File: config.mk
export PLATFORM = sky130hd
export DESIGN_NAME = ipcd_top
export DESIGN_NICKNAME = d
export VERILOG_FILES = /design/src/hdl/ipcd_pkg.sv /design/src/hdl/ipcd_dec_if.sv /design/src/hdl/ipcd_decoder.sv /design/src/hdl/ipcd_top.sv
export VERILOG_INCLUDE_DIRS = /design/src /design/src/hdl
export SDC_FILE = /design/constraint.sdc
export NUM_CORES = 1
export LEC_CHECK = 0
export BUFFER_PORTS_ARGS = -buffer_cell sky130_fd_sc_hd__buf_2
export CORE_MARGIN = 2
export CORE_UTILIZATION = 54
export DETAILED_ROUTE_END_ITERATION = 8
export PLACE_DENSITY = 0.77
export SLEW_MARGIN = 0
export SYNTH_ARGS = -nofsm -noshare
export SYNTH_HDL_FRONTEND = slang
export SYNTH_SLANG_ARGS = --single-unit
File: constraint.sdc
create_clock -name ref_clk -period 2.2 [get_ports ref_clk]
set_clock_uncertainty 0.1 [all_clocks]
set_input_delay 0.33 -clock ref_clk [delete_from_list [all_inputs] [get_ports ref_clk]]
set_output_delay 0.33 -clock ref_clk [all_outputs]
set_load 0.01 [all_outputs]
File: src/hdl/ipcd_defs.svh
`ifndef IPCD_DEFS_SVH
`define IPCD_DEFS_SVH
// select codes in the five top bits of a configuration word
`define IPCD_UNI_CODE 5'h11
`define IPCD_BIP_CODE 5'h12
// field positions within the 16-bit word
`define IPCD_WORD_BITS 16
`define IPCD_SEL_MSB 15
`define IPCD_SEL_LSB 11
`define IPCD_PAIR_MSB 10
`define IPCD_PAIR_LSB 3
`define IPCD_COM_BIT 2
// reset values
`define IPCD_PAIR_RST 8'h00
`define IPCD_COM_RST 1'b0
`define IPCD_CNT_RST 5'h00
// shared negative-reference input channel; bit count at the last bit of a frame
`define IPCD_SHARED_CH 4'hf
`define IPCD_LAST_BIT 5'h0f
`endif

File: src/hdl/ipcd_pkg.sv
package ipcd_pkg;
    // how the negative side of the converter is fed
    typedef enum logic [1:0] {
        IPCD_NEG_GND,
        IPCD_NEG_PARTNER,
        IPCD_NEG_SHARED
    } ipcd_neg_e;
    // serial frame state
    typedef enum logic [1:0] {
        IPCD_IDLE,
        IPCD_SHIFT,
        IPCD_HOLD
    } ipcd_frame_e;
endpackage

File: src/hdl/ipcd_dec_if.sv
`timescale 1ns/100ps
interface ipcd_dec_if;
    logic [7:0] uni;
    logic [7:0] bip;
    logic com;
    logic [3:0] sel;
    logic [3:0] pos;
    logic [3:0] neg;
    ipcd_pkg::ipcd_neg_e kind;
    logic twos;
    modport ctl (output uni, bip, com, sel, input pos, neg, kind, twos);
    modport dec (input uni, bip, com, sel, output pos, neg, kind, twos);
endinterface

File: src/hdl/ipcd_decoder.sv
`timescale 1ns/100ps
`include "ipcd_defs.svh"
module ipcd_decoder (
    // clock and reset
    input wire logic ref_clk,
    input wire logic nrst,
    // configuration in, selection out
    ipcd_dec_if.dec dif
);

    ////////////////////////////////////////////////////////////////////////
    // pick the pair bit that belongs to a channel
    function automatic logic pair_pick(input logic [7:0] f,
                                       input logic [3:0] s);
        pair_pick = f[3'h7 - s[3:1]];
    endfunction

    logic u_bit;
    logic b_bit;
    logic use_com;
    logic pair_diff;
    logic [3:0] even_ch;
    logic [3:0] pos_d;
    logic [3:0] neg_d;
    ipcd_pkg::ipcd_neg_e kind_d;
    logic twos_d;
    logic [3:0] pos_q;
    logic [3:0] neg_q;
    ipcd_pkg::ipcd_neg_e kind_q;
    logic twos_q;

    // per-channel decode of the pair and common settings
    assign u_bit = pair_pick(dif.uni, dif.sel); // RQ2
    assign b_bit = pair_pick(dif.bip, dif.sel);
    assign use_com = dif.com && (dif.sel != `IPCD_SHARED_CH); // RQ4
    assign pair_diff = u_bit | b_bit;
    assign even_ch = {dif.sel[3:1], 1'b0};
    assign pos_d = (use_com || !pair_diff) ? dif.sel : even_ch; // RQ3
    assign neg_d = use_com ? `IPCD_SHARED_CH
                 : (pair_diff ? {dif.sel[3:1], 1'b1} : 4'h0); // RQ5
    assign kind_d = use_com ? ipcd_pkg::IPCD_NEG_SHARED
                  : (pair_diff ? ipcd_pkg::IPCD_NEG_PARTNER
                               : ipcd_pkg::IPCD_NEG_GND); // RQ7
    // unipolar bit wins over bipolar; common mode forces binary
    assign twos_d = !use_com && !u_bit && b_bit; // RQ6 RQ8

    // registered selection outputs
    always_ff @(posedge ref_clk or negedge nrst) begin
        if (!nrst) begin
            pos_q <= 4'h0;
            neg_q <= 4'h0;
            kind_q <= ipcd_pkg::IPCD_NEG_GND;
            twos_q <= 1'b0;
        end else begin
            pos_q <= pos_d;
            neg_q <= neg_d;
            kind_q <= kind_d;
            twos_q <= twos_d;
        end
    end

    assign dif.pos = pos_q;
    assign dif.neg = neg_q;
    assign dif.kind = kind_q;
    assign dif.twos = twos_q;

    ////////////////////////////////////////////////////////////////////////
    // checks on the decode
    a_single_ended_binary: assert property ( // RQ3
        @(posedge ref_clk) disable iff (!nrst)
        (!use_com && !u_bit && !b_bit) |=> (kind_q == ipcd_pkg::IPCD_NEG_GND
            && pos_q == $past(dif.sel) && !twos_q))
        else $error("single-ended channel decoded wrongly");

    a_common_ref_mode: assert property ( // RQ4
        @(posedge ref_clk) disable iff (!nrst)
        (dif.com && dif.sel != 4'hf) |=> (kind_q == ipcd_pkg::IPCD_NEG_SHARED
            && neg_q == 4'hf && pos_q == $past(dif.sel)))
        else $error("common reference mode not applied");

    a_common_ignores_pair: assert property ( // RQ5
        @(posedge ref_clk) disable iff (!nrst)
        (use_com && (u_bit || b_bit)) |=> !twos_q
            && kind_q != ipcd_pkg::IPCD_NEG_PARTNER)
        else $error("pair bits leaked into common mode");

    a_bipolar_pair: assert property ( // RQ6
        @(posedge ref_clk) disable iff (!nrst)
        (!use_com && !u_bit && b_bit) |=> (twos_q
            && kind_q == ipcd_pkg::IPCD_NEG_PARTNER
            && pos_q == {$past(dif.sel[3:1]), 1'b0}
            && neg_q == {$past(dif.sel[3:1]), 1'b1}))
        else $error("bipolar pair not twos complement");

    a_unipolar_pair: assert property ( // RQ7
        @(posedge ref_clk) disable iff (!nrst)
        (!use_com && u_bit) |=> (!twos_q
            && kind_q == ipcd_pkg::IPCD_NEG_PARTNER
            && pos_q[0] == 1'b0 && neg_q[0] == 1'b1))
        else $error("unipolar pair not binary differential");

    a_unipolar_wins: assert property ( // RQ8
        @(posedge ref_clk) disable iff (!nrst)
        (!use_com && u_bit && b_bit) |=> !twos_q)
        else $error("bipolar bit overrode unipolar bit");

endmodule

File: src/hdl/ipcd_top.sv
`timescale 1ns/100ps
`include "ipcd_defs.svh"
// Overview of operation
// RQ1: word with top five bits 10001 writes the unipolar register.
// RQ2: unipolar bits 10..3 map pairs 0/1..14/15; set = pseudo-differential.
// RQ3: both pair bits zero: selected channel alone, single-ended, binary.
// RQ4: unipolar bit 2 enables common reference; inputs 0..14 use input 15.
// RQ5: common mode converts selected channel against input 15, binary.
// RQ6: bipolar bit only: pair converted differentially, twos complement.
// RQ7: unipolar bit set: pair converted differentially, straight binary.
// RQ8: both bits set: unipolar wins, straight binary.
// RQ9: host sets bipolar bit and clears unipolar bit for bipolar pairs.
// RQ10: top bits 10010 write the bipolar register, bits 10..3 per pair.
// RQ11: host sets word MSB for configuration writes, clears it for mode.
// RQ12: two lowest unipolar bits ignored; pair and common bits reset to zero.
module ipcd_top (
    // clock and reset
    input wire logic ref_clk,
    input wire logic nrst,
    // serial port, synchronous to ref_clk
    input wire logic sclk,
    input wire logic cs_n,
    input wire logic din,
    // channel chosen by the mode logic
    input wire logic [3:0] channel_select_field,
    // stored configuration
    output logic [7:0] pair_pseudo_diff_bit,
    output logic [7:0] pair_bipolar_bit,
    output logic common_reference_enable,
    // converter input selection
    output logic [3:0] conv_pos_ch,
    output logic [3:0] conv_neg_ch,
    output ipcd_pkg::ipcd_neg_e conv_neg_kind,
    output logic conv_twos_comp
);

    ////////////////////////////////////////////////////////////////////////
    // serial frame receiver
    ipcd_pkg::ipcd_frame_e state_q;
    ipcd_pkg::ipcd_frame_e state_d;
    logic sclk_prev_q;
    logic [4:0] bit_cnt_q;
    logic [4:0] bit_cnt_d;
    logic [15:0] shift_q;
    logic [15:0] shift_d;
    logic [15:0] word_w;
    logic sclk_rise;
    logic last_bit;
    logic commit;
    logic [4:0] sel_code;
    logic uni_wr;
    logic bip_wr;
    logic [7:0] uni_q;
    logic [7:0] bip_q;
    logic com_q;

    // edge detect and the word as it would stand after this bit
    assign sclk_rise = sclk && !sclk_prev_q && !cs_n;
    assign word_w = {shift_q[14:0], din};
    assign last_bit = sclk_rise && (bit_cnt_q == `IPCD_LAST_BIT);
    assign commit = (state_q == ipcd_pkg::IPCD_SHIFT) && last_bit;
    assign sel_code = word_w[`IPCD_SEL_MSB:`IPCD_SEL_LSB];
    // MSB low is a mode instruction and matches neither code
    assign uni_wr = commit && (sel_code == `IPCD_UNI_CODE); // RQ1 RQ11
    assign bip_wr = commit && (sel_code == `IPCD_BIP_CODE); // RQ10

    // frame sequencing: shift 16 bits, then hold until select rises
    always_comb begin
        state_d = state_q;
        bit_cnt_d = bit_cnt_q;
        shift_d = shift_q;
        case (state_q)
            ipcd_pkg::IPCD_IDLE: begin
                bit_cnt_d = `IPCD_CNT_RST;
                if (!cs_n) begin
                    state_d = ipcd_pkg::IPCD_SHIFT;
                end
                if (sclk_rise) begin
                    shift_d = word_w;
                    bit_cnt_d = 5'h01;
                end
            end
            ipcd_pkg::IPCD_SHIFT: begin
                if (cs_n) begin
                    state_d = ipcd_pkg::IPCD_IDLE;
                    bit_cnt_d = `IPCD_CNT_RST;
                end else if (sclk_rise) begin
                    shift_d = word_w;
                    bit_cnt_d = bit_cnt_q + 5'h01;
                    if (last_bit) begin
                        state_d = ipcd_pkg::IPCD_HOLD;
                    end
                end
            end
            ipcd_pkg::IPCD_HOLD: begin
                if (cs_n) begin
                    state_d = ipcd_pkg::IPCD_IDLE;
                    bit_cnt_d = `IPCD_CNT_RST;
                end
            end
            default: begin
                state_d = ipcd_pkg::IPCD_IDLE;
                bit_cnt_d = `IPCD_CNT_RST;
            end
        endcase
    end

    // receiver flops
    always_ff @(posedge ref_clk or negedge nrst) begin
        if (!nrst) begin
            state_q <= ipcd_pkg::IPCD_IDLE;
            sclk_prev_q <= 1'b0;
            bit_cnt_q <= `IPCD_CNT_RST;
            shift_q <= 16'h0000;
        end else begin
            state_q <= state_d;
            sclk_prev_q <= sclk;
            bit_cnt_q <= bit_cnt_d;
            shift_q <= shift_d;
        end
    end

    ////////////////////////////////////////////////////////////////////////
    // configuration registers; low two unipolar bits are dropped
    always_ff @(posedge ref_clk or negedge nrst) begin
        if (!nrst) begin
            uni_q <= `IPCD_PAIR_RST; // RQ12
            bip_q <= `IPCD_PAIR_RST;
            com_q <= `IPCD_COM_RST; // RQ12
        end else begin
            if (uni_wr) begin
                uni_q <= word_w[`IPCD_PAIR_MSB:`IPCD_PAIR_LSB]; // RQ2
                com_q <= word_w[`IPCD_COM_BIT]; // RQ4
            end
            if (bip_wr) begin
                bip_q <= word_w[`IPCD_PAIR_MSB:`IPCD_PAIR_LSB]; // RQ10
            end
        end
    end

    ////////////////////////////////////////////////////////////////////////
    // channel decode
    ipcd_dec_if dif ();

    assign dif.uni = uni_q;
    assign dif.bip = bip_q;
    assign dif.com = com_q;
    assign dif.sel = channel_select_field;

    ipcd_decoder u_dec (
        .ref_clk(ref_clk),
        .nrst(nrst),
        .dif(dif)
    );

    // outputs straight from flops
    assign pair_pseudo_diff_bit = uni_q;
    assign pair_bipolar_bit = bip_q;
    assign common_reference_enable = com_q;
    assign conv_pos_ch = dif.pos;
    assign conv_neg_ch = dif.neg;
    assign conv_neg_kind = dif.kind;
    assign conv_twos_comp = dif.twos;

    ////////////////////////////////////////////////////////////////////////
    // checks on the register writes
    // rises seen in the current frame, counted apart from the receiver
    logic [4:0] frame_rises_q;

    // saturating rise count, cleared while the frame is closed
    always_ff @(posedge ref_clk or negedge nrst) begin
        if (!nrst) begin
            frame_rises_q <= `IPCD_CNT_RST;
        end else if (cs_n) begin
            frame_rises_q <= `IPCD_CNT_RST;
        end else if (sclk && !sclk_prev_q && frame_rises_q != 5'h1f) begin
            frame_rises_q <= frame_rises_q + 5'h01;
        end
    end

    a_uni_write_load: assert property ( // RQ1
        @(posedge ref_clk) disable iff (!nrst)
        (commit && word_w[15:11] == 5'b10001) |=>
            (uni_q == $past(word_w[10:3]) && com_q == $past(word_w[2])))
        else $error("unipolar word not loaded");

    a_uni_other_kept: assert property ( // RQ1
        @(posedge ref_clk) disable iff (!nrst)
        (!(commit && word_w[15:11] == 5'b10001)) |=>
            ($stable(uni_q) && $stable(com_q)))
        else $error("unipolar register changed without its code");

    a_pair_bit_order: assert property ( // RQ2
        @(posedge ref_clk) disable iff (!nrst)
        uni_wr |=> (pair_pseudo_diff_bit[7] == $past(word_w[10])
            && pair_pseudo_diff_bit[0] == $past(word_w[3])))
        else $error("pair bit order wrong");

    a_bip_write_load: assert property ( // RQ10
        @(posedge ref_clk) disable iff (!nrst)
        (commit && word_w[15:11] == 5'b10010) |=>
            (bip_q == $past(word_w[10:3]) && $stable(uni_q)))
        else $error("bipolar word not loaded");

    a_reset_clear: assert property ( // RQ12
        @(posedge ref_clk) disable iff (!nrst)
        $rose(nrst) |-> (uni_q == 8'h00 && com_q == 1'b0))
        else $error("config not clear after reset");

    a_sixteen_bits: assert property ( // RQ1
        @(posedge ref_clk) disable iff (!nrst)
        commit == (sclk && !sclk_prev_q && !cs_n && frame_rises_q == 5'h0f))
        else $error("word committed at wrong bit");

    a_bip_other_kept: assert property ( // RQ10
        @(posedge ref_clk) disable iff (!nrst)
        (!(commit && word_w[15:11] == 5'b10010)) |=>
            $stable(bip_q))
        else $error("bipolar register changed without its code");

    a_cut_frame_dropped: assert property ( // RQ1
        @(posedge ref_clk) disable iff (!nrst)
        cs_n |=>
            (bit_cnt_q == `IPCD_CNT_RST))
        else $error("bit count kept across a closed frame");

endmodule

# --- Word-level counts from Yosys, hierarchy flattened ---
# Index checks and enable logic that the tools add are counted.
classes:
  bitwise_logic: 1
  n_addsub: 2
  magnitude_cmp: 1
  eq_ne: 11
  reduce_logical: 20
  mux: 23
op_table:
  columns: ["operator", "count"]
  rows:
  - ["$mux 16", 2]
  - ["$pmux 16 s2", 1]
  - ["$mux 5", 3]
  - ["$pmux 5 s3", 1]
  - ["$mux 2", 6]
  - ["$eq 5x5->1 const B", 2]
  - ["$logic_and 1x1->1", 9]
  - ["$mux 4", 2]
  - ["$bmux 1 s3", 2]
  - ["$ne 2x2->1 const B", 3]
  - ["$ne 3x3->1 const B", 2]
  - ["$pmux 2 s3", 1]
  - ["$add 5x1->5 const B", 1]
  - ["$eq 5x4->1 const B", 1]
  - ["$logic_not 1->1", 5]
  - ["$mux 1", 5]
  - ["$lt 3x4->1 const B", 1]
  - ["$ne 4x4->1 const B", 1]
  - ["$reduce_and 2->1", 2]
  - ["$reduce_and 4->1", 1]
  - ["$sub 3x3->3 const A", 1]
  - ["$eq 2x1->1 const B", 1]
  - ["$eq 2x2->1 const B", 1]
  - ["$logic_not 2->1", 1]
  - ["3 further kinds", 3]
totals:
  ff_bits: 52
  out_inout_bits: 28
  wordCells: 69
  inputBits: 9

# --- Logic depth before layout (Yosys ltp) ---
# Gate-level depths: netlist of run 1.
depth:
  word_depth: 8
  depth_mapped: 7
  depth_no_buf: 7

# --- Cells and area by module ---
# A second synthesis of run 1 with hierarchy kept.
unflattened:
  hier_cells: 145
  hier_area_um2: 2172.1
by_module_without_submodules:
  columns: ["module", "instances", "seq_area_each_um2", "cells_each", "area_per_inst_um2"]
  rows:
  - ["ipcd_top", 1, 1001.0, 115, 1689.1]
  - ["ipcd_decoder", 1, 275.3, 30, 483.0]

# --- Least setup slack after synthesis of run 1 ---
# No wires, ideal clock.
synth_path:
  kind: "reg-to-reg"
  start: "register bit_cnt_q[0]"
  end: "register com_q, in the netlist common_reference_enable"
  path_slack_ns: 0.188
  period_less_slack_ns: 2.012
  setup_time_ns: 0.125
  required_ns: 1.975
  path_buffers: 0
  arrival_time_ns: 1.787
  stages_incl_launch_ff: 8
  cell_sequence: "dfrtp_1 ha_1 and3_1 ha_1 nand4_2 nor4b_4 nand3b_4 mux2_4"
synth_via:
  elab_chain_len: 4
synth_rtl:
  columns: ["element", "line_no", "source"]
  rows:
  - ["start: declaration", "ipcd_top.sv:42", "logic [4:0] bit_cnt_q;"]
  - ["start signal: assignment", "ipcd_top.sv:113", "bit_cnt_q <= `IPCD_CNT_RST;"]
  - ["start signal: assignment", "ipcd_top.sv:118", "bit_cnt_q <= bit_cnt_d;"]
  - ["$eq 5x4->1 (no source line)", null, null]
  - ["$logic_and 1x1->1", "ipcd_top.sv:60", "assign last_bit = sclk_rise && (bit_cnt_q == `IPCD_LAST_BIT);"]
  - ["$logic_and 1x1->1", "ipcd_top.sv:61", "assign commit = (state_q == ipcd_pkg::IPCD_SHIFT) && last_bit;"]
  - ["$logic_and 1x1->1", "ipcd_top.sv:64", "assign uni_wr = commit && (sel_code == `IPCD_UNI_CODE);"]
  - ["end signal: assignment", "ipcd_top.sv:129", "com_q <= `IPCD_COM_RST;"]
  - ["end signal: assignment", "ipcd_top.sv:133", "com_q <= word_w[`IPCD_COM_BIT];"]
  - ["end: declaration", "ipcd_top.sv:55", "logic com_q;"]
# No other way between the ends.
# A chain may end at the register's enable or synchronous reset.

# --- Worst setup path in the final report of run 1 ---
layout_path:
  start: "register bit_cnt_q[0]"
  end: "register bip_q[5], in the netlist pair_bipolar_bit[5]"
layout_via:
  elab_chain_len: 4
layout_rtl:
  columns: ["element", "line_no", "source"]
  rows:
  - ["$eq 5x4->1 (no source line)", null, null]
  - ["$logic_and 1x1->1", "ipcd_top.sv:60", null]
  - ["$logic_and 1x1->1", "ipcd_top.sv:61", null]
  - ["$logic_and 1x1->1", "ipcd_top.sv:65", "assign bip_wr = commit && (sel_code == `IPCD_BIP_CODE);"]
  - ["end signal: assignment", "ipcd_top.sv:128", "bip_q <= `IPCD_PAIR_RST;"]
  - ["end signal: assignment", "ipcd_top.sv:136", "bip_q <= word_w[`IPCD_PAIR_MSB:`IPCD_PAIR_LSB];"]
  - ["end: declaration", "ipcd_top.sv:54", "logic [7:0] bip_q;"]
# No other way between the ends.

==> qor.json, run 1 <==
{
  "run_status": "finished clean",
  "rsz0062_at_grt": "no",
  "highest_clock_frequency_the_design_can_meet_mhz": 471,
  "finalCritPeriodShare": 0.964,
  "rows": 22,
  "routed_wl_um": 3940,
  "viasPerCell": 5.49,
  "numClockSinks": 51,
  "cp-end-kind": "flip-flop",
  "reg2reg_setup_slack_ns": 0.08,
  "worst-path-max-fanout": 8,
  "syn_area_per_cell_um2": 15.2,
  "dr.pass1.iters": 4,
  "die_h_um": 66.4,
  "clock_pin_transition_on_the_worst_setup_and_hold_timing_paths_ns": 0.10,
  "grtUsageTotal": 0.209,
  "grtUsageMet2": 0.335,
  "timing_max_transition_violations_final": 0,
  "hp-class": "input pin to flip-flop",
  "critPathKind": "flip-flop to flip-flop",
  "synth-async-reset-ratio": 1.00,
  "totalNegativeSetupSlack_ns": 0,
  "timing.rr.start": "bit_cnt_q[0]$_DFFE_PN0P_",
  "grt_use_met3": 0.0426,
  "synthMostInstantiatedCell": "sky130_fd_sc_hd__dfrtp_1",
  "finish.net_count": 195,
  "drt.antenna.violating_nets": 0,
  "synthCells": 138,
  "cts_root_buffer": "sky130_fd_sc_hd__clkbuf_8",
  "synth_enable_flop_cells": 0,
  "fin_util": 0.683,
  "busiest_layer": "met2",
  "preCtsSetupSlack_ns": 0.00114,
  "io_buffers": 36,
  "critical_path.startpoint_type": "flip-flop",
  "hold_path_depth": 1,
  "period_minus_slack_ns": 2.12,
  "grt_antenna_before_repair": 0,
  "groute.layer.met1.usage": 0.257,
  "drtIter0Drc": 97,
  "synth_seq_cells": 51,
  "grt_start_max_net_pins": 28,
  "yosys.cell_types.count": 32,
  "worstMarginPinSlew_ns": 0.561,
  "warnings_from_yosys": 0,
  "insertedDiodeCount": 0,
  "via_count_of_the_first_global_routing_pass": 1425,
  "power.density_nw_per_um2": 768,
  "timing.slew.headroom": 0.626,
  "post_synth_instance_area_um2": 2100,
  "synthDominantCellAreaShare": 0.608,
  "layout-drive-gt1-share": 0.508,
  "syn_nets": 149,
  "synthTopCellsByCount": "51 x sky130_fd_sc_hd__dfrtp_1, 29 x sky130_fd_sc_hd__mux2_2, 10 x sky130_fd_sc_hd__nand2_1, 4 x sky130_fd_sc_hd__o21ai_0",
  "critical_path.reg2reg.endpoint": "pair_bipolar_bit[5]$_DFFE_PN0P_",
  "floorplan.die.width_um": 66.4,
  "floorplan.initialDensity": 0.570,
  "area_enclosed_by_the_die_boundary_um2": 4400,
  "tritoncts.num_buffers": 5,
  "cp_num_buf_inv": 1,
  "dominantRegCellSynth": "sky130_fd_sc_hd__dfrtp_1",
  "ctsHtreeMaxLevel": 2,
  "final-setup-viol-count": 0,
  "kind_of_cell_adding_the_most_delay_to_the_critical_path": "simple AND/OR/NAND/NOR gates",
  "critical_path_arrival_ns": 2.22,
  "first_pass_grt_wire_length_um": 6620,
  "routabilityCongestion": 0.793,
  "drv.max_cap_violation_count": 0,
  "floorplan.io_pins": 37,
  "worstSkewPairLatency_ns": 0.31,
  "hold_crit_endpoint": "sclk_prev_q$_DFF_PN0_",
  "largest_area_contributor_in_the_netlist": "sky130_fd_sc_hd__dfrtp_1",
  "synth_area_leaders": "sky130_fd_sc_hd__dfrtp_1 61%, sky130_fd_sc_hd__mux2_2 16%, sky130_fd_sc_hd__mux4_2 3.2%",
  "synth.yosys.seq_area_share": 0.608,
  "drt-wirelength-per-cell_um": 16.9,
  "placeableCoreArea_um2": 3690,
  "worst_slack_ns": 0.0791,
  "cts_tree": "done",
  "cts_buffer_depth": 2,
  "timing.critical_path.required_ns": 2.30,
  "design_power_total_mw": 1.93,
  "hold_violations": 0,
  "vdd_ir_drop_max_v": 0.000617,
  "area_delta_synth_final_pct": 19.9,
  "cp_slowest_stage_delay_ns": 0.37,
  "most_frequent_cell_on_critical_path": "sky130_fd_sc_hd__ha_2",
  "drc": 0,
  "dr_total_vias": 1279,
  "worstPathCellList": "ha_2, and3_1, ha_2, nand4_4, nor4b_4, buf_4, nand3b_4, mux2_4",
  "global_route.overflow_total": 0,
  "dp.final_hpwl_um": 2720,
  "reg2regPathDepth": 8,
  "critPathSlowestCell": "sky130_fd_sc_hd__dfrtp_1",
  "min-delay-start": "sclk",
  "leakage_nw": 1.39
}
==> what timing repair did <==
action	in CTS	in global routing
buffers inserted	3	0
cloned	1	0
hold buffers	1	0
pin swaps	2	2
endpoints found under the hold margin	24	0
setup endpoints to repair	15	17
resized for setup	0	3
==> per-stage QoR <==
stage | instances | area (µm²) | hold WS (ns)
2_1_floorplan | 138 | 2100 | -0.0656
3_3_place_gp | 220 | 2340 | 0.243
3_5_place_dp | 220 | 2340 | 0.253
4_1_cts | 233 | 2500 | 0.0428
5_1_grt | 233 | 2520 | 0.0370
6_report | 233 | 2520 | 0.0466
==> report_power, final <==
group          switching [mW]  leakage [nW]  internal (mW)
clock network           0.314        0.0612          0.368
logic                  0.0629         0.648         0.0862
registers              0.0849         0.686           1.02
==> cells by family (layout without fill, tap and decap cells) <==
family          Yosys count  in the layout  share of synthesized area
fa+ha+maj                 2              2                     0.0119
flops                    51             51                      0.608
mux                      38             38                      0.231
xor+xnor                  1              1                    0.00417
compound gates           12             12                     0.0381
simple gates             29             30                     0.0953
buf+inv                   5             51                     0.0119
==> routing by layer <==
layer | up-vias | part of all wire
met4 | 0 | 0.013
li1 | 591 | -
met1 | 640 | 0.42
met3 | 6 | 0.059
met5 | - | 0
met2 | 42 | 0.50
==> sequential cells by signal, indices dropped and copies added (netlist names) <==
register                 cells
shift_q                     15
pair_bipolar_bit             8
pair_pseudo_diff_bit         8
bit_cnt_q                    5
u_dec.dif.neg                4
u_dec.dif.pos                4
state_q                      2
u_dec.dif.kind               2
common_reference_enable      1
sclk_prev_q                  1
u_dec.dif.twos               1
==> area by class of cell <==
class	instances	area (µm²)
flip-flops and latches	51	1280
inverters	2	7.51
repair buffers	41	233
clock inverters	2	35.0
multi-input cells	83	825
clock buffers	6	82.6
well taps	48	60.1
fillers	269	1170
==> worst max path at each step <==
stage	to	cells after the start	start	slack, ns
finish	pair_bipolar_bit[5]$_DFFE_PN0P_	8	bit_cnt_q[0]$_DFFE_PN0P_	0.08
global route	pair_bipolar_bit[5]$_DFFE_PN0P_	8	bit_cnt_q[0]$_DFFE_PN0P_	0.009
CTS	pair_bipolar_bit[5]$_DFFE_PN0P_	8	bit_cnt_q[0]$_DFFE_PN0P_	0.002
detailed placement	pair_pseudo_diff_bit[5]$_DFFE_PN0P_	7	bit_cnt_q[0]$_DFFE_PN0P_	0.001
global placement	common_reference_enable$_DFFE_PN0P_	7	bit_cnt_q[0]$_DFFE_PN0P_	0.09
floorplan	common_reference_enable$_DFFE_PN0P_	7	bit_cnt_q[0]$_DFFE_PN0P_	0.19
==> placed cells by master, fill, tap and decap left out, drive strengths merged, types with 2 or more instances in the layout <==
master	instances
nand2	10
mux2i	2
nand2b	2
o21ai	4
o21a	2
nor2b	2
dfrtp	51
ha	2
nand3b	3
nor2	4
a21oi	2
buf	40
clkbuf	6
nand4	2
inv	2
mux4	4
nand3	3
mux2	32
==> worst register-to-register path, delay by kind of cell, from the launching register on <==
family | cells | cell delay (ns)
flip-flops | 1 | 0.37
adder cells (fa/ha/maj) | 2 | 0.39
AND/OR/NAND/NOR | 4 | 0.65
multiplexers | 1 | 0.33
buffers and inverters | 1 | 0.18
(Power assumes the default switching activity.)
==> run 2: changes to the inputs <==
--- a/config.mk
+++ b/config.mk
@@ -10,7 +10,7 @@
 export CORE_MARGIN = 2
 export CORE_UTILIZATION = 54
 export DETAILED_ROUTE_END_ITERATION = 8
-export PLACE_DENSITY = 0.77
+export PLACE_DENSITY = 0.75
 export SLEW_MARGIN = 0
 export SYNTH_ARGS = -nofsm -noshare
 export SYNTH_HDL_FRONTEND = slang
==> run 2 against run 1 <==
The flow now finishes with violations (negative setup slack). Global-route usage shrank 2.7 points. Combinational power shrank 3%. Worst setup slack lost 0.13 ns. First-iteration DRC count down 20%. Clock power is 19% lower. Critical path type unchanged. Largest cell class unchanged.
==> qor.json, run 2 (synthesis results as in run 1) <==
{
  "drv.max_cap_violation_count": {"value": 0, "change": "unchanged"},
  "routedLengthMet1": {"value": 1550, "unit": "µm", "change": "-7.4%"},
  "io_buffers": {"value": 36, "change": "unchanged"},
  "floorplan.io_pins": {"value": 37, "change": "unchanged"},
  "tritoncts.num_buffers": {"value": 5, "change": "unchanged"},
  "area_delta_synth_final_pct": 19.5,
  "global_route.overflow_total": {"value": 0, "change": "unchanged"},
  "cts_tree": "done",
  "ctsHtreeMaxLevel": {"value": 2, "change": "unchanged"},
  "worstSkewPairLatency": {"value": 0.30, "unit": "ns", "change": "about the same"},
  "switching_share": {"value": 0.244, "change": "+0.00482"},
  "area_enclosed_by_the_die_boundary": {"value": 4400, "unit": "µm²", "change": "unchanged"},
  "switch_pwr": {"value": 438, "unit": "µW", "change": "-5.3%"},
  "numClockSinks": {"value": 51, "change": "unchanged"},
  "dr.pass1.iters": {"value": 4, "change": "unchanged"},
  "stdcell_area": {"value": 2510, "unit": "µm²", "change": "-0.30%"},
  "power.density": {"value": 715, "unit": "nW/µm²", "change": "-6.9%"},
  "viasPerCell": {"value": 5.38, "change": "-2.0%"},
  "period_minus_slack": {"value": 2.25, "unit": "ns", "change": "+0.128 ns"},
  "rsz0062_at_grt": "yes",
  "critPathKind": "flip-flop to flip-flop",
  "highest_clock_frequency_the_design_can_meet": {"value": 445, "unit": "MHz", "change": "-5.7%"},
  "floorplan.initialDensity": {"value": 0.570, "change": "unchanged"},
  "placement.cell_area": {"value": 2330, "unit": "µm²", "change": "-0.53%"},
  "dr_total_vias": {"value": 1253, "change": "-2.0%"},
  "routed-wl-met2": {"value": 1820, "unit": "µm", "change": "-8.1%"},
  "power.sequential.fraction": {"value": 0.611, "change": "+0.041"},
  "rows": {"value": 22, "change": "unchanged"},
  "fin_util": {"value": 0.681, "change": "-0.00204"},
  "hold_violations": {"value": 0, "change": "unchanged"},
  "run_status": "finished, violations left",
  "leakage": {"value": 1.41, "unit": "nW", "change": "+1.3%"},
  "worstMarginPinSlew": {"value": 0.609, "unit": "ns", "change": "+0.0475 ns"},
  "via_count_of_the_first_global_routing_pass": {"value": 1253, "change": "-12%"},
  "registers.top_by_ff_count": "shift_q",
  "vdd_ir_drop_max": {"value": 0.000520, "unit": "V", "change": "-16%"},
  "critical_path_arrival": {"value": 2.33, "unit": "ns", "change": "+0.11 ns"},
  "finalCritPeriodShare": {"value": 1.02, "change": "+0.0581"},
  "largest_register_ff_count": {"value": 15, "change": "unchanged"},
  "timing.slew.headroom": {"value": 0.594, "change": "-0.0317"},
  "floorplan.die.width": {"value": 66.4, "unit": "µm", "change": "unchanged"},
  "first_pass_grt_wire_length": {"value": 5930, "unit": "µm", "change": "-10%"},
  "grtUsageTotal": {"value": 0.183, "change": "-0.0269"},
  "timing_max_transition_violations_final": {"value": 0, "change": "unchanged"},
  "critical_path.startpoint_type": "flip-flop",
  "layout.cells.most_common_list": "51 x sky130_fd_sc_hd__dfrtp_1, 36 x sky130_fd_sc_hd__buf_2, 29 x sky130_fd_sc_hd__mux2_2",
  "drt.antenna.violating_nets": {"value": 0, "change": "unchanged"},
  "cp_slowest_stage_delay": {"value": 0.41, "unit": "ns", "change": "+0.04 ns"},
  "grt_start_max_net_pins": {"value": 30, "change": "+7.1%"},
  "die_h": {"value": 66.4, "unit": "µm", "change": "unchanged"},
  "layout.cells.most_common": "sky130_fd_sc_hd__dfrtp_1",
  "grt_antenna_before_repair": {"value": 0, "change": "unchanged"},
  "hp-class": "input pin to flip-flop",
  "worst_slack": {"value": -0.0488, "unit": "ns", "change": "-0.128 ns"},
  "totalNegativeSetupSlack": {"value": -0.167, "unit": "ns", "change": "-0.167 ns"},
  "drc": {"value": 0, "change": "unchanged"},
  "pwr-share-clk": {"value": 0.309, "change": "-0.044"},
  "clock_pin_transition_on_the_worst_setup_and_hold_timing_paths": {"value": 0.09, "unit": "ns", "change": "about the same"},
  "cts_buffer_depth": {"value": 2, "change": "unchanged"},
  "power_frac_comb": {"value": 0.080, "change": "+0.003"},
  "placedCellCount": {"value": 220, "change": "unchanged"},
  "met3_wirelength": {"value": 194, "unit": "µm", "change": "-17%"},
  "cell_internal_pwr": {"value": 1.36, "unit": "mW", "change": "-7.8%"},
  "critPathSlowestCell": "sky130_fd_sc_hd__dfrtp_1",
  "placeableCoreArea": {"value": 3690, "unit": "µm²", "change": "unchanged"},
  "insertedDiodeCount": {"value": 0, "change": "unchanged"},
  "worst-path-max-fanout": {"value": 4, "change": "-4"},
  "worstPathCellList": "ha_2, and3_4, ha_4, nand4_4, nor4b_4, buf_4, nand3b_4, mux2_2",
  "layoutNonFillerInstCount": {"value": 233, "change": "unchanged"},
  "dr.max_layer_used": "met4",
  "design_power_total": {"value": 1.79, "unit": "mW", "change": "-7.2%"},
  "cp-end-kind": "flip-flop",
  "final-setup-viol-count": {"value": 4, "change": "+4"},
  "finish.net_count": {"value": 195, "change": "unchanged"},
  "drt-wirelength-per-cell": {"value": 15.5, "unit": "µm", "change": "-8.4%"},
  "drtIter0Drc": {"value": 78, "change": "-20%"},
  "layout-drive-gt1-share": {"value": 0.514, "change": "+0.00541"},
  "dp.final_hpwl": {"value": 2620, "unit": "µm", "change": "-3.4%"},
  "violations": "negative setup slack",
  "cts_root_buffer": "sky130_fd_sc_hd__clkbuf_8",
  "routed_wl": {"value": 3610, "unit": "µm", "change": "-8.4%"},
  "routabilityCongestion": {"value": 0.844, "change": "+6.3%"},
  "timing.critical_path.required": {"value": 2.29, "unit": "ns", "change": "about the same"}
}
[run 2: final timing paths]
| kind | from | end | slack [ns] | depth (start not counted) |
|---|---|---|---|---|
| min reg2reg | bit_cnt_q[4]$_DFFE_PN0P_ | bit_cnt_q[4]$_DFFE_PN0P_ | 0.40 | 2 |
| max reg2reg | bit_cnt_q[0]$_DFFE_PN0P_ | pair_pseudo_diff_bit[7]$_DFFE_PN0P_ | -0.05 | 8 |
| max in group asynchronous | nrst | shift_q[11]$_DFFE_PN0P_ | 0.80 | 3 |
| max | bit_cnt_q[0]$_DFFE_PN0P_ | pair_pseudo_diff_bit[7]$_DFFE_PN0P_ | -0.05 | 8 |
| min | sclk | sclk_prev_q$_DFF_PN0_ | 0.04 | 1 |
| min in group asynchronous | nrst | u_dec.dif.neg[0]$_DFF_PN0_ | 0.47 | 2 |
[run 2: area by class of cell]
| type | count | area, µm² |
|---|---|---|
| repair buffers | 41 | 220 |
| clock inverters | 2 | 16.3 |
| inverters | 2 | 7.51 |
| flip-flops and latches | 51 | 1280 |
| well taps | 48 | 60.1 |
| clock buffers | 6 | 82.6 |
| fillers | 264 | 1180 |
| multi-input cells | 83 | 848 |
[run 2: critical path, delay by kind of cell (launching register included)]
kind,cells,cell delay (ns)
adder cells (fa/ha/maj),2,0.33
buffers and inverters,1,0.20
flip-flops,1,0.41
multiplexers,1,0.30
AND/OR/NAND/NOR,4,0.79
[run 2: repair_timing]
item / CTS / global route
hold buffers: 1 / 0
resized for setup: 0 / 6
buffers inserted: 0 / 3
hold endpoints to repair: 28 / 0
endpoints found under the setup margin: 0 / 17
[run 2: routing by layer]
metal  track usage  vias up
li1              -      591
met1         0.248      627
met2         0.285       30
met3        0.0409        5
met4        0.0765        0
met5             0        -
[run 2: stage by stage]
stage,setup WS [ns],hold WS [ns]
floorplan,0.188,-0.0656
global placement,0.0963,0.270
detailed placement,0.0404,0.282
CTS,0.0244,0.0441
global route,-0.120,0.0437
finish,-0.0488,0.0439
[run 2: power by group through the flow]
stage                     clock [mW]  sequential [mW]  combinational (mW)
after floorplan                    0             1.09              0.0954
after global placement             0             1.11               0.136
after detailed placement           0             1.11               0.143
after CTS                      0.560             1.10               0.145
after global routing           0.618             1.11               0.161
final                          0.555             1.10               0.144
==> run 3: changes to the inputs <==
--- a/config.mk
+++ b/config.mk
@@ -8,9 +8,10 @@
 export LEC_CHECK = 0
 export BUFFER_PORTS_ARGS = -buffer_cell sky130_fd_sc_hd__buf_2
 export CORE_MARGIN = 2
-export CORE_UTILIZATION = 54
+export CORE_UTILIZATION = 45
 export DETAILED_ROUTE_END_ITERATION = 8
-export PLACE_DENSITY = 0.75
+export PLACE_DENSITY = 0.64
+export REMOVE_ABC_BUFFERS = 1
 export SLEW_MARGIN = 0
 export SYNTH_ARGS = -nofsm -noshare
 export SYNTH_HDL_FRONTEND = slang
==> run 3 against run 2 <==
The flow now finishes without violations. First-iteration DRC count decreased by 53%. Final cell count is 1.7% higher. Flip-flop and latch count unchanged. Non-clock buffer count did not move. Fmax increased by 7.0%. Core utilization is 10 points lower. Routed wire length is 8.2% higher. Clock power up 35%.
==> qor.json, run 3 (synthesis results as in run 1) <==
{
  "critPathKind": "flip-flop to flip-flop",
  "finish.net_count": {"value": 195, "change": "unchanged"},
  "totalNegativeSetupSlack": {"value": 0, "unit": "ns", "change": "+0.167 ns"},
  "highest_clock_frequency_the_design_can_meet": {"value": 476, "unit": "MHz", "change": "+7.0%"},
  "routabilityCongestion": {"value": 0.798, "change": "-5.4%"},
  "switching_share": {"value": 0.220, "change": "-0.0240"},
  "layout-drive-gt1-share": {"value": 0.508, "change": "-0.00541"},
  "viasPerCell": {"value": 5.35, "change": "-0.59%"},
  "critical_path.startpoint_type": "flip-flop",
  "ctsHtreeMaxLevel": {"value": 2, "change": "unchanged"},
  "cts_tree": "done",
  "critPathSlowestCell": "sky130_fd_sc_hd__dfrtp_1",
  "finalCritPeriodShare": {"value": 0.955, "change": "-0.0671"},
  "power_frac_comb": {"value": 0.073, "change": "-0.007"},
  "floorplan.initialDensity": {"value": 0.476, "change": "-0.0936"},
  "grt_start_max_net_pins": {"value": 28, "change": "-6.7%"},
  "final-setup-viol-count": {"value": 0, "change": "-4"},
  "worstSkewPairLatency": {"value": 0.30, "unit": "ns", "change": "about the same"},
  "area_enclosed_by_the_die_boundary": {"value": 5230, "unit": "µm²", "change": "+19%"},
  "switch_pwr": {"value": 439, "unit": "µW", "change": "+0.22%"},
  "floorplan.io_pins": {"value": 37, "change": "unchanged"},
  "global_route.overflow_total": {"value": 0, "change": "unchanged"},
  "registers.top_by_ff_count": "shift_q",
  "vdd_ir_drop_max": {"value": 0.000523, "unit": "V", "change": "+0.52%"},
  "routed_wl": {"value": 3910, "unit": "µm", "change": "+8.2%"},
  "via_count_of_the_first_global_routing_pass": {"value": 1324, "change": "+5.7%"},
  "io_buffers": {"value": 36, "change": "unchanged"},
  "grt_antenna_before_repair": {"value": 0, "change": "unchanged"},
  "power.density": {"value": 780, "unit": "nW/µm²", "change": "+9.2%"},
  "rsz0062_at_grt": "no",
  "drt-wirelength-per-cell": {"value": 16.5, "unit": "µm", "change": "+6.4%"},
  "leakage": {"value": 1.40, "unit": "nW", "change": "-0.97%"},
  "hp-class": "input pin to flip-flop",
  "grtUsageTotal": {"value": 0.162, "change": "-0.0204"},
  "die_h": {"value": 72.3, "unit": "µm", "change": "+9.0%"},
  "cts_root_buffer": "sky130_fd_sc_hd__clkbuf_8",
  "layout.cells.most_common_list": "51 x sky130_fd_sc_hd__dfrtp_1, 36 x sky130_fd_sc_hd__buf_2, 29 x sky130_fd_sc_hd__mux2_2",
  "timing.slew.headroom": {"value": 0.614, "change": "+0.0198"},
  "timing_max_transition_violations_final": {"value": 0, "change": "unchanged"},
  "insertedDiodeCount": {"value": 0, "change": "unchanged"},
  "drc": {"value": 0, "change": "unchanged"},
  "dr.pass1.iters": {"value": 4, "change": "unchanged"},
  "first_pass_grt_wire_length": {"value": 6530, "unit": "µm", "change": "+10%"},
  "placeableCoreArea": {"value": 4410, "unit": "µm²", "change": "+20%"},
  "layoutNonFillerInstCount": {"value": 237, "change": "+1.7%"},
  "clock_pin_transition_on_the_worst_setup_and_hold_timing_paths": {"value": 0.09, "unit": "ns", "change": "about the same"},
  "layout.cells.most_common": "sky130_fd_sc_hd__dfrtp_1",
  "drt.antenna.violating_nets": {"value": 0, "change": "unchanged"},
  "placedCellCount": {"value": 224, "change": "+1.8%"},
  "numClockSinks": {"value": 51, "change": "unchanged"},
  "worstPathCellList": "ha_2, and3_4, ha_4, nand4_4, nor4b_4, buf_6, nand3b_4, mux2_4",
  "critical_path_arrival": {"value": 2.19, "unit": "ns", "change": "-0.14 ns"},
  "dr_total_vias": {"value": 1267, "change": "+1.1%"},
  "largest_register_ff_count": {"value": 15, "change": "unchanged"},
  "run_status": "finished clean",
  "worst-path-max-fanout": {"value": 8, "change": "+4"},
  "drv.max_cap_violation_count": {"value": 0, "change": "unchanged"},
  "power.sequential.fraction": {"value": 0.550, "change": "-0.061"},
  "hold_violations": {"value": 0, "change": "unchanged"},
  "cts_buffer_depth": {"value": 2, "change": "unchanged"},
  "rows": {"value": 24, "change": "+9.1%"},
  "dp.final_hpwl": {"value": 2740, "unit": "µm", "change": "+4.4%"},
  "design_power_total": {"value": 2.00, "unit": "mW", "change": "+11%"},
  "worstMarginPinSlew": {"value": 0.579, "unit": "ns", "change": "-0.0297 ns"},
  "drtIter0Drc": {"value": 37, "change": "-53%"},
  "cp-end-kind": "flip-flop",
  "area_delta_synth_final_pct": 21.7,
  "cell_internal_pwr": {"value": 1.56, "unit": "mW", "change": "+15%"},
  "timing.critical_path.required": {"value": 2.29, "unit": "ns", "change": "about the same"},
  "period_minus_slack": {"value": 2.10, "unit": "ns", "change": "-0.148 ns"},
  "tritoncts.num_buffers": {"value": 5, "change": "unchanged"},
  "floorplan.die.width": {"value": 72.3, "unit": "µm", "change": "+9.0%"},
  "pwr-share-clk": {"value": 0.377, "change": "+0.068"},
  "cp_slowest_stage_delay": {"value": 0.38, "unit": "ns", "change": "-0.03 ns"}
}
-- run 3: final timing paths --
kind | end | cells after the start | startpoint | slack [ns]
min in group asynchronous | state_q[1]$_DFFE_PN0P_ | 2 | nrst | 0.45
max reg2reg | pair_bipolar_bit[5]$_DFFE_PN0P_ | 8 | bit_cnt_q[1]$_DFFE_PN0P_ | 0.1
min | sclk_prev_q$_DFF_PN0_ | 1 | sclk | 0.04
min reg2reg | bit_cnt_q[4]$_DFFE_PN0P_ | 2 | bit_cnt_q[4]$_DFFE_PN0P_ | 0.40
max | pair_bipolar_bit[5]$_DFFE_PN0P_ | 8 | bit_cnt_q[1]$_DFFE_PN0P_ | 0.1
max in group asynchronous | pair_bipolar_bit[5]$_DFFE_PN0P_ | 3 | nrst | 1.01
-- run 3: layer usage --
| layer | up-vias | share of wire | track usage |
|---|---|---|---|
| met2 | 22 | 0.50 | 0.261 |
| met4 | 0 | 0.011 | 0.0440 |
| met5 | - | 0 | 0 |
| li1 | 591 | - | - |
| met1 | 648 | 0.45 | 0.214 |
| met3 | 6 | 0.038 | 0.0500 |
-- run 3: final cells by class --
cell class                      count  area, µm²
Fill cell                         360       1860
Clock inverter                      2       60.1
Multi-Input combinational cell     83        840
Tap cell                           52       65.1
Sequential cell                    51       1280
Clock buffer                        6       72.6
Inverter                            2       7.51
Timing Repair Buffer               41        236
-- run 3: power groups by stage --
stage	Combinational, mW	Sequential [mW]	Clock (mW)
floorplan	0.0913	1.09	0
global placement	0.139	1.11	0
detailed placement	0.145	1.11	0
CTS	0.149	1.10	0.768
global route	0.163	1.11	0.809
finish	0.146	1.10	0.752
-- run 3: worst max-delay path: cells and delay by family (launching register included) --
kind | cells | cell delay [ns]
DFF | 1 | 0.38
buffers and inverters | 1 | 0.16
muxes | 1 | 0.32
adders and majority gates | 2 | 0.34
and+or+nand+nor | 4 | 0.68
-- run 3: per-stage QoR --
step | area (µm²) | hold slack [ns] | util | setup slack (ns)
finish | 2560 | 0.0430 | 0.579 | 0.0988
CTS | 2510 | 0.0376 | 0.568 | 0.0174
global route | 2560 | 0.0312 | 0.579 | 0.00684
global placement | 2350 | 0.252 | 0.532 | 0.0847
detailed placement | 2350 | 0.265 | 0.532 | 0.0155
floorplan | 2080 | -0.0656 | - | 0.188
-- run 3: timing repair --
action                                 CTS  global route
endpoints found under the hold margin   24             0
cloned                                   0             1
pin swaps                                1             3
setup endpoints to repair                1            17
gates resized for setup                  0             6
setup buffers                            2             1
hold buffers                             1             0
